## src/inc/core_alu_pkg.sv

```systemverilog
/*
  Constants shared by the branch condition and adder block: register offsets,
  field positions, reset values, bus answers and the jump test encodings.
  Assumes a 32-bit AXI4-Lite register bus with an 8-bit byte address.
*/
package core_alu_pkg;

  // ************************************************************
  // Bus and register map.
  // ************************************************************
  localparam int         ADDR_W      = 8;
  localparam logic [7:0] OFF_DST     = 8'h00;
  localparam logic [7:0] OFF_SRC     = 8'h04;
  localparam logic [7:0] OFF_FLAGS   = 8'h08;
  localparam logic [7:0] OFF_CMD     = 8'h0c;
  localparam logic [7:0] OFF_PC      = 8'h10;
  localparam logic [7:0] OFF_TARGET  = 8'h14;
  localparam logic [7:0] OFF_STATUS  = 8'h18;
  localparam logic [1:0] RESP_OKAY   = 2'h0;
  localparam logic [1:0] RESP_SLVERR = 2'h2;

  // ************************************************************
  // Field positions.
  // ************************************************************
  localparam int FLAG_COUNT     = 6;
  localparam int FLAG_C         = 0;
  localparam int FLAG_Z         = 1;
  localparam int FLAG_S         = 2;
  localparam int FLAG_V         = 3;
  localparam int FLAG_D         = 4;
  localparam int FLAG_H         = 5;
  localparam int CMD_ADD_BIT    = 0;
  localparam int CMD_CARRY_BIT  = 1;
  localparam int CMD_JUMP_BIT   = 2;
  localparam int CMD_TEST_LSB   = 4;
  localparam int TEST_W         = 4;
  localparam int STAT_TAKEN_BIT = 0;
  localparam int STAT_TEST_LSB  = 4;
  localparam int HALF_BIT       = 4;

  // ************************************************************
  // Values after reset.
  // ************************************************************
  localparam logic [7:0]  RST_OPERAND = 8'h00;
  localparam logic [5:0]  RST_FLAGS   = 6'h00;
  localparam logic [15:0] RST_PC      = 16'h0000;
  localparam logic [3:0]  RST_TEST    = 4'h0;

  // ************************************************************
  // Jump test encodings.
  // ************************************************************
  typedef enum logic [3:0] {
    NEVER_TAKEN        = 4'h0,
    SIGNED_BELOW       = 4'h1,
    SIGNED_AT_MOST     = 4'h2,
    UNSIGNED_AT_MOST   = 4'h3,
    SIGNED_ERR_TEST    = 4'h4,
    NEGATIVE_TEST      = 4'h5,
    OPERANDS_SAME      = 4'h6,
    UNSIGNED_BELOW     = 4'h7,
    ALWAYS_TAKEN       = 4'h8,
    SIGNED_AT_LEAST    = 4'h9,
    SIGNED_ABOVE       = 4'ha,
    UNSIGNED_ABOVE     = 4'hb,
    NO_SIGNED_ERR_TEST = 4'hc,
    POSITIVE_TEST      = 4'hd,
    NONNULL_TEST       = 4'he,
    UNSIGNED_AT_LEAST  = 4'hf
  } jump_test_t;

  localparam jump_test_t OPERANDS_DIFFER = NONNULL_TEST;
  localparam jump_test_t CARRY_SET_TEST  = UNSIGNED_BELOW;
  localparam jump_test_t CARRY_CLR_TEST  = UNSIGNED_AT_LEAST;

endpackage

```

## src/design/jump_test_eval.sv

```systemverilog
/*
  Combinational evaluation of a 4-bit jump test against the four status flags.
  Assumes the flags come from registers on the same clock as the caller.
*/
`timescale 1ns/1ps
`default_nettype none

module jump_test_eval (
  input  wire logic [3:0] testField,
  input  wire logic       carry,
  input  wire logic       zero,
  input  wire logic       sign,
  input  wire logic       overflow,
  output logic            taken
);

  // ************************************************************
  // Base conditions, indexed by the low three bits of the test.
  // ************************************************************
  logic       signedLess;
  logic       signedAtMost;
  logic       unsignedAtMost;
  logic [7:0] baseTest;

  assign signedLess     = sign ^ overflow;
  assign signedAtMost   = zero | signedLess;
  assign unsignedAtMost = carry | zero;

  // Index 0 never holds and index 7 is the carry, which also serves unsigned below.
  assign baseTest = {carry, zero, sign, overflow,
                     unsignedAtMost, signedAtMost, signedLess, 1'b0};

  // The top bit of the test inverts the base condition.
  assign taken = baseTest[testField[2:0]] ^ testField[3];

endmodule

`default_nettype wire

```

## src/design/branch_condition_and_adder.sv

```systemverilog
/*
  Branch condition evaluator and 8-bit adder with flag update, reached as an
  AXI4-Lite slave. Assumes one clock, a synchronous active-high reset, and a
  master that keeps to the AXI4-Lite handshake rules.
*/
// Chosen here: the AXI4-Lite interface to the registers and the register offsets.
// What this block does
// - Each conditional jump carries a 4-bit test field choosing its condition.
// - Test 0000 never branches; test 1000 always branches.
// - Single-flag tests on carry, sign and overflow, set or clear.
// - Test 0110 is zero set, 1110 zero clear; equality tests share them.
// - Signed at least when sign XOR overflow is 0; below when 1.
// - Signed above when zero OR (sign XOR overflow) is 0; at most when 1.
// - Unsigned at least reuses 1111; unsigned below reuses 0111.
// - Unsigned above needs carry and zero clear; at most when either set.
// - Add with carry stores destination plus source plus carry flag.
// - Plain add stores destination plus source; source stays unchanged.
// - Both adds are two's complement binary additions.
// - Carry-in lets software chain multi-byte additions.
// - Carry flag follows the carry out of the top result bit.
// - Zero flag set when the stored result is zero.
// - Sign flag copies the result's top bit.
// - Overflow set when operands share a sign the result lacks.
// - Half-carry follows the carry out of bit 3.
`timescale 1ns/1ps
`default_nettype none

module branch_condition_and_adder #(
  parameter int DATA_W   = 8,
  parameter int PC_W     = 16,
  parameter int JUMP_LEN = 3
) (
  input  wire logic        clk,
  input  wire logic        sys_rst,
  input  wire logic [7:0]  awaddr,
  input  wire logic        awvalid,
  output logic             awready,
  input  wire logic [31:0] wdata,
  input  wire logic [3:0]  wstrb,
  input  wire logic        wvalid,
  output logic             wready,
  output logic             bvalid,
  output logic [1:0]       bresp,
  input  wire logic        bready,
  input  wire logic [7:0]  araddr,
  input  wire logic        arvalid,
  output logic             arready,
  output logic [31:0]      rdata,
  output logic [1:0]       rresp,
  output logic             rvalid,
  input  wire logic        rready
);

  // ************************************************************
  // Parameter checks.
  // ************************************************************
  if (DATA_W < 5 || DATA_W > 8) begin : g_bad_data
    $error("DATA_W must lie between 5 and 8.");
  end
  if (PC_W < 9 || PC_W > 16) begin : g_bad_pc
    $error("PC_W must lie between 9 and 16.");
  end
  if (JUMP_LEN < 1 || JUMP_LEN > 7) begin : g_bad_len
    $error("JUMP_LEN must lie between 1 and 7.");
  end

  localparam int MSB = DATA_W - 1;

  // ************************************************************
  // State.
  // ************************************************************
  logic [DATA_W-1:0] dst;
  logic [DATA_W-1:0] src;
  logic [5:0]        flags;
  logic [PC_W-1:0]   pc;
  logic [PC_W-1:0]   target;
  logic              lastTaken;
  logic [3:0]        lastTest;
  logic              awHeld;
  logic [7:0]        awAddrQ;
  logic              wHeld;
  logic [31:0]       wDataQ;
  logic [3:0]        wStrbQ;

  // ************************************************************
  // Write channel decode.
  // ************************************************************
  logic        awTake;
  logic        wTake;
  logic        awHas;
  logic        wHas;
  logic        doWrite;
  logic [7:0]  wrAddr;
  logic [7:0]  wrWord;
  logic [31:0] wrData;
  logic [3:0]  wrStrb;
  logic        hitDst;
  logic        hitSrc;
  logic        hitFlags;
  logic        hitCmd;
  logic        hitPc;
  logic        hitTarget;
  logic        hitStatus;
  logic        wrKnown;

  assign awready   = ~awHeld & ~bvalid;
  assign wready    = ~wHeld & ~bvalid;
  assign awTake    = awvalid & awready;
  assign wTake     = wvalid & wready;
  assign awHas     = awHeld | awTake;
  assign wHas      = wHeld | wTake;
  assign doWrite   = awHas & wHas & ~bvalid;
  assign wrAddr    = awHeld ? awAddrQ : awaddr;
  assign wrData    = wHeld ? wDataQ : wdata;
  assign wrStrb    = wHeld ? wStrbQ : wstrb;
  assign wrWord    = {wrAddr[7:2], 2'b00};
  assign hitDst    = doWrite && (wrWord == core_alu_pkg::OFF_DST);
  assign hitSrc    = doWrite && (wrWord == core_alu_pkg::OFF_SRC);
  assign hitFlags  = doWrite && (wrWord == core_alu_pkg::OFF_FLAGS);
  assign hitCmd    = doWrite && (wrWord == core_alu_pkg::OFF_CMD);
  assign hitPc     = doWrite && (wrWord == core_alu_pkg::OFF_PC);
  assign hitTarget = doWrite && (wrWord == core_alu_pkg::OFF_TARGET);
  assign hitStatus = doWrite && (wrWord == core_alu_pkg::OFF_STATUS);
  assign wrKnown   = hitDst | hitSrc | hitFlags | hitCmd | hitPc | hitTarget | hitStatus;

  function automatic logic [15:0] mergeLanes(input logic [15:0] old,
                                             input logic [31:0] data,
                                             input logic [3:0]  strb);
    mergeLanes = {strb[1] ? data[15:8] : old[15:8], strb[0] ? data[7:0] : old[7:0]};
  endfunction

  // ************************************************************
  // Commands.
  // ************************************************************
  logic       addGo;
  logic       withCarry;
  logic       jumpGo;
  logic [3:0] testField;

  assign addGo     = hitCmd & wrStrb[0] & wrData[core_alu_pkg::CMD_ADD_BIT];
  assign withCarry = wrData[core_alu_pkg::CMD_CARRY_BIT];
  assign jumpGo    = hitCmd & wrStrb[0] & wrData[core_alu_pkg::CMD_JUMP_BIT];
  assign testField = wrData[core_alu_pkg::CMD_TEST_LSB +: core_alu_pkg::TEST_W];

  // ************************************************************
  // Adder and flag results.
  // ************************************************************
  logic              flagC;
  logic              flagZ;
  logic              flagS;
  logic              flagV;
  logic              flagD;
  logic              flagH;
  logic              carryIn;
  logic [DATA_W:0]   fullSum;
  logic [4:0]        nibbleSum;
  logic [DATA_W-1:0] sumOut;
  logic              dstMsb;
  logic              srcMsb;
  logic              dstBit4;
  logic              srcBit4;
  logic [5:0]        addFlags;

  assign flagC   = flags[core_alu_pkg::FLAG_C];
  assign flagZ   = flags[core_alu_pkg::FLAG_Z];
  assign flagS   = flags[core_alu_pkg::FLAG_S];
  assign flagV   = flags[core_alu_pkg::FLAG_V];
  assign flagD   = flags[core_alu_pkg::FLAG_D];
  assign flagH   = flags[core_alu_pkg::FLAG_H];
  assign dstMsb  = dst[MSB];
  assign srcMsb  = src[MSB];
  assign dstBit4 = dst[core_alu_pkg::HALF_BIT];
  assign srcBit4 = src[core_alu_pkg::HALF_BIT];

  assign carryIn   = withCarry & flagC;
  assign fullSum   = {1'b0, dst} + {1'b0, src} + {{DATA_W{1'b0}}, carryIn};
  assign nibbleSum = {1'b0, dst[3:0]} + {1'b0, src[3:0]} + {4'h0, carryIn};
  assign sumOut    = fullSum[DATA_W-1:0];

  assign addFlags[core_alu_pkg::FLAG_C] = fullSum[DATA_W];
  assign addFlags[core_alu_pkg::FLAG_Z] = (sumOut == '0);
  assign addFlags[core_alu_pkg::FLAG_S] = sumOut[MSB];
  assign addFlags[core_alu_pkg::FLAG_V] = (dstMsb == srcMsb) && (sumOut[MSB] != dstMsb);
  assign addFlags[core_alu_pkg::FLAG_D] = 1'b0;
  assign addFlags[core_alu_pkg::FLAG_H] = nibbleSum[4];

  // ************************************************************
  // Jump test and program counter.
  // ************************************************************
  logic            testTrue;
  logic [PC_W-1:0] nextSeq;

  jump_test_eval u_eval (
    .testField (testField),
    .carry     (flagC),
    .zero      (flagZ),
    .sign      (flagS),
    .overflow  (flagV),
    .taken     (testTrue)
  );

  assign nextSeq = pc + PC_W'(JUMP_LEN);

  // ************************************************************
  // Next register values.
  // ************************************************************
  logic [DATA_W-1:0] next_dst;
  logic [DATA_W-1:0] next_src;
  logic [5:0]        next_flags;
  logic [PC_W-1:0]   next_pc;
  logic [PC_W-1:0]   next_target;
  logic              next_lastTaken;
  logic [3:0]        next_lastTest;

  assign next_dst    = (hitDst & wrStrb[0]) ? wrData[DATA_W-1:0] :
                       addGo ? sumOut : dst;
  assign next_src    = (hitSrc & wrStrb[0]) ? wrData[DATA_W-1:0] : src;
  assign next_flags  = (hitFlags & wrStrb[0]) ? wrData[5:0] :
                       addGo ? addFlags : flags;
  assign next_pc     = hitPc ? PC_W'(mergeLanes(16'(pc), wrData, wrStrb)) :
                       jumpGo ? (testTrue ? target : nextSeq) : pc;
  assign next_target = hitTarget ? PC_W'(mergeLanes(16'(target), wrData, wrStrb)) : target;
  assign next_lastTaken = jumpGo ? testTrue : lastTaken;
  assign next_lastTest  = jumpGo ? testField : lastTest;

  always_ff @(posedge clk) begin
    if (sys_rst) begin
      dst       <= core_alu_pkg::RST_OPERAND[DATA_W-1:0];
      src       <= core_alu_pkg::RST_OPERAND[DATA_W-1:0];
      flags     <= core_alu_pkg::RST_FLAGS;
      pc        <= core_alu_pkg::RST_PC[PC_W-1:0];
      target    <= core_alu_pkg::RST_PC[PC_W-1:0];
      lastTaken <= 1'b0;
      lastTest  <= core_alu_pkg::RST_TEST;
    end else begin
      dst       <= next_dst;
      src       <= next_src;
      flags     <= next_flags;
      pc        <= next_pc;
      target    <= next_target;
      lastTaken <= next_lastTaken;
      lastTest  <= next_lastTest;
    end
  end

  // ************************************************************
  // Write channel holding and response.
  // ************************************************************
  always_ff @(posedge clk) begin
    if (sys_rst) begin
      awHeld  <= 1'b0;
      awAddrQ <= 8'h00;
      wHeld   <= 1'b0;
      wDataQ  <= 32'h0000_0000;
      wStrbQ  <= 4'h0;
      bvalid  <= 1'b0;
      bresp   <= core_alu_pkg::RESP_OKAY;
    end else begin
      awHeld <= awHas & ~doWrite;
      wHeld  <= wHas & ~doWrite;
      if (awTake) begin
        awAddrQ <= awaddr;
      end
      if (wTake) begin
        wDataQ <= wdata;
        wStrbQ <= wstrb;
      end
      if (doWrite) begin
        bvalid <= 1'b1;
        bresp  <= wrKnown ? core_alu_pkg::RESP_OKAY : core_alu_pkg::RESP_SLVERR;
      end else if (bready) begin
        bvalid <= 1'b0;
      end
    end
  end

  // ************************************************************
  // Read channel.
  // ************************************************************
  logic        arTake;
  logic [7:0]  rdWord;
  logic        rdKnown;
  logic [31:0] rdValue;

  assign arready = ~rvalid;
  assign arTake  = arvalid & arready;
  assign rdWord  = {araddr[7:2], 2'b00};
  assign rdKnown = (rdWord == core_alu_pkg::OFF_DST) || (rdWord == core_alu_pkg::OFF_SRC) ||
                   (rdWord == core_alu_pkg::OFF_FLAGS) || (rdWord == core_alu_pkg::OFF_CMD) ||
                   (rdWord == core_alu_pkg::OFF_PC) || (rdWord == core_alu_pkg::OFF_TARGET) ||
                   (rdWord == core_alu_pkg::OFF_STATUS);
  assign rdValue = (rdWord == core_alu_pkg::OFF_DST)    ? 32'(dst) :
                   (rdWord == core_alu_pkg::OFF_SRC)    ? 32'(src) :
                   (rdWord == core_alu_pkg::OFF_FLAGS)  ? 32'(flags) :
                   (rdWord == core_alu_pkg::OFF_PC)     ? 32'(pc) :
                   (rdWord == core_alu_pkg::OFF_TARGET) ? 32'(target) :
                   (rdWord == core_alu_pkg::OFF_STATUS) ?
                     32'({lastTest, 3'h0, lastTaken}) : 32'h0000_0000;

  always_ff @(posedge clk) begin
    if (sys_rst) begin
      rvalid <= 1'b0;
      rdata  <= 32'h0000_0000;
      rresp  <= core_alu_pkg::RESP_OKAY;
    end else if (arTake) begin
      rvalid <= 1'b1;
      rdata  <= rdValue;
      rresp  <= rdKnown ? core_alu_pkg::RESP_OKAY : core_alu_pkg::RESP_SLVERR;
    end else if (rready) begin
      rvalid <= 1'b0;
    end
  end
endmodule

`default_nettype wire

```

## config.mk

```make
export PLATFORM = sky130hd
export DESIGN_NAME = branch_condition_and_adder
export DESIGN_NICKNAME = d
export VERILOG_FILES = /design/src/inc/core_alu_pkg.sv /design/src/design/jump_test_eval.sv /design/src/design/branch_condition_and_adder.sv
export SDC_FILE = /design/constraint.sdc
export NUM_CORES = 1
export LEC_CHECK = 0
export BUFFER_PORTS_ARGS = -buffer_cell sky130_fd_sc_hd__clkbuf_2
export CORE_ASPECT_RATIO = 0.6
export CORE_MARGIN = 4
export CORE_UTILIZATION = 51
export CTS_CLUSTER_SIZE = 40
export DETAILED_ROUTE_END_ITERATION = 10
export PLACE_DENSITY = 0.8
export SLEW_MARGIN = 20
export SYNTH_ARGS = -nofsm -noshare
export SYNTH_HDL_FRONTEND = slang
export SYNTH_SLANG_ARGS = --single-unit
```

## constraint.sdc

```tcl
create_clock -name clk -period 3.2 [get_ports clk]
set_clock_uncertainty 0.2 [all_clocks]
set_input_delay 0.32 -clock clk [delete_from_list [all_inputs] [get_ports clk]]
set_output_delay 0.32 -clock clk [all_outputs]
set_load 0.005 [all_outputs]
```

==> reports/results.txt <==
Final hold viol count: 0
Setup tns final: 0 ns
Max-cap violation count: 0
Die area: 13300 µm²
Synth top area share: 36.1%
Mapped Area: 5830 µm²
First DRT Iteration DRCs: 695
TritonRoute pass-1 iters: 6
CP arrival: 3.16 ns
Count of warnings emitted by yosys: 0
EDFF count, synth: 0
Tmin final: 3.07 ns
First-pass GRT wire length: 27600 µm
Max VDD drop: 329 µV
Clock Path Buffers: 2
Area added between synthesis and finish: 13.7%
Rel. slew slack: 46.8%
Die height: 90.8 µm
CP Launch Type: register
Post-DRT Antenna Nets: 0
CP Class: reg2reg
Reg2reg setup slack: 0.13 ns
Pins Over Slew Limit: 0
Required @ worst endpoint: 3.29 ns
Fill count: 969
Most common cell in the synthesized netlist: dfxtp_1
Io pins: 100
Die W: 146 µm
Synth Flop Type: dfxtp_1
WHS: 0.00595 ns
Distinct cells, synth: 68
DRC: 0
Initial antenna violation count: 0
Top cell type by total area after synthesis: dfxtp_1
CP startpoint: wHeld
CTS clock-pin slew for the worst setup and hold paths: 0.07 ns
CP Max Fanout: 4
Largest net degree at the start of global routing: 67
CP Capture Type: register
Gr usage total: 25.8%
Worst-margin pin slew: 0.795 ns
Worst path cell trace: mux2i_4 > nor2b_2 > fa_2 > a211o_1 > a211oi_1 > o21ai_1 > and3_2 > or4_1 > a21oi_1
Clk_lat worst skew: 0.36 ns
Wirelength per Cell: 18.8 µm
Total Wirelength: 17200 µm
Slowest stage delay, CP: 0.41 ns
CTS Buf Count: 9
RSZ-0062 raised after global routing: false
Final worst-path cycle share: 96.0%
Total gr overflow: 0
Core Rows: 29
Static leakage: 2.60 nW
Antenna Cells: 0
Core box area: 10800 µm²
# setup viols final: 0
Post-synth ARST share: 0%
Power density cells: 427 nW/µm²
Fmax achieved: 0.326 GHz
Clock sinks: 105
Post-route cell area: 6630 µm²
CTS root buf: clkbuf_16
CTS tree: yes
Final net count: 837
Hold WC Path Type: in2reg
Status: complete, no violations
Layout cell share with drive strength beyond 1: 20.2%
Post-synthesis average cell area: 8.25 µm²
R2r startpoint: wHeld
Slowest CP cell: fa_2
Placed wire-length estimate: 12700 µm
IO buf count: 59
Hold Path Origin: wdata[6]
Placed Area: 6260 µm²
Initial core utilization: 53.7%
Vias in the first global route: 4998
Register area share after synthesis: 36.1%
Level count of the clock H-tree: 3
Mapped Cells: 707
Flop and latch count out of synthesis: 105
Synth cell count leaders: 105 x dfxtp_1, 94 x nor2_1, 75 x a21oi_1
Top cells by area, synth: dfxtp_1 36%, mux2i_1 6.7%, a21oi_1 6.4%
RD Place Congestion: 0.973
DR vias: 5495
Util after Layout: 61.1%
DR vias/cell: 6.03
-- cell families after synthesis --
group | count (synthesis) | share of synthesized area [%]
compound gates | 182 | 20.1
xor+xnor | 17 | 2.55
fa+ha+maj | 10 | 2.40
buf+inv | 72 | 6.16
flops | 105 | 36.1
mux | 62 | 11.4
other cells | 1 | 0.0643
simple gates | 258 | 21.2
-- sequential cells by signal (all words and copies together) (netlist names), 2 cells and up --
name      flops
awAddrQ       6
dst           8
flags         6
lastTest      4
pc           16
rdata        16
src           8
target       16
wDataQ       16
wStrbQ        2
-- through the flow --
stage	power, mW	std cells	setup slack, ns
2_1_floorplan	1.67	724	0.00761
4_1_cts	2.83	911	0.0186
3_5_place_dp	1.79	891	-0.0489
6_report	2.83	912	0.130
3_3_place_gp	1.78	891	0.0302
5_1_grt	2.94	912	0.0276
-- power breakdown --
part	switching [mW]	total (mW)	leakage, nW	internal [mW]
clock network	0.517	1.05	0.121	0.530
registers	0.0336	1.38	0.853	1.35
logic	0.253	0.404	1.63	0.151
total	0.803	2.83	2.60	2.03
-- worst paths after layout --
kind	end	cells after the start
worst max register to register	flags[3]	9
worst max-delay path	flags[3]	9
worst min-delay path	wDataQ[6]	3
worst min register to register	rdata[9]	2
-- worst max-delay path, delay by kind of cell (launching register included) --
kind,cells,cell delay [ns]
flops,1,0.38
compound gates,4,1.01
mux,1,0.28
fa+ha+maj,1,0.41
simple gates,3,0.72
-- repair_timing --
action,in CTS,in global routing
pin swaps,0,5
setup endpoints to repair,1,14
hold endpoints to repair,4,0
cloned,0,0
hold buffers,4,0
gates resized for setup,3,8
buffers inserted,0,1
-- placed cells by master (no fill, tap or decap), types with 3 or more instances in the layout --
cell,netlist,final
or2_2,7,7
o21a_1,3,3
and2_1,7,7
xnor2_1,5,5
dfxtp_1,105,104
xor2_1,12,12
a22oi_1,4,4
a21oi_1,75,74
nand3_2,3,3
mux2i_1,39,38
o22ai_1,3,3
nand3_1,12,12
clkbuf_2,0,58
mux2_2,20,20
nand4_1,12,12
or3_1,3,3
inv_1,14,14
a221oi_1,4,4
nor3_1,13,13
clkbuf_16,0,9
a21o_1,4,4
o21ai_0,24,23
and3_1,8,8
dlygate4sd3_1,0,4
nor2b_1,12,11
o221ai_1,11,11
buf_4,20,26
a41oi_1,3,3
conb_1,1,18
ha_1,8,8
a31oi_1,15,14
clkinvlp_4,0,4
a211oi_1,9,9
a311oi_1,3,3
nor4_2,4,5
nand2_1,69,69
nor2_1,94,94
-- cell type report --
| type | instances | area (µm²) | area share, % |
|---|---|---|---|
| Multi-Input combinational cell | 547 | 3480 | 52.5 |
| Sequential cell | 105 | 2100 | 31.7 |
| Clock buffer | 10 | 229 | 3.46 |
| Timing Repair Buffer | 90 | 542 | 8.18 |
| Inverter | 15 | 56.3 | 0.850 |
| Tap cell | 139 | 174 | 2.63 |
| Clock inverter | 6 | 43.8 | 0.661 |
-- layer usage --
layer	track usage [%]	part of all wire [%]
met1	41.4	49
met2	33.7	39
met3	7.17	11
met4	4.46	0.76
met5	0	0
No activity file was read; power rests on OpenSTA's default activity.
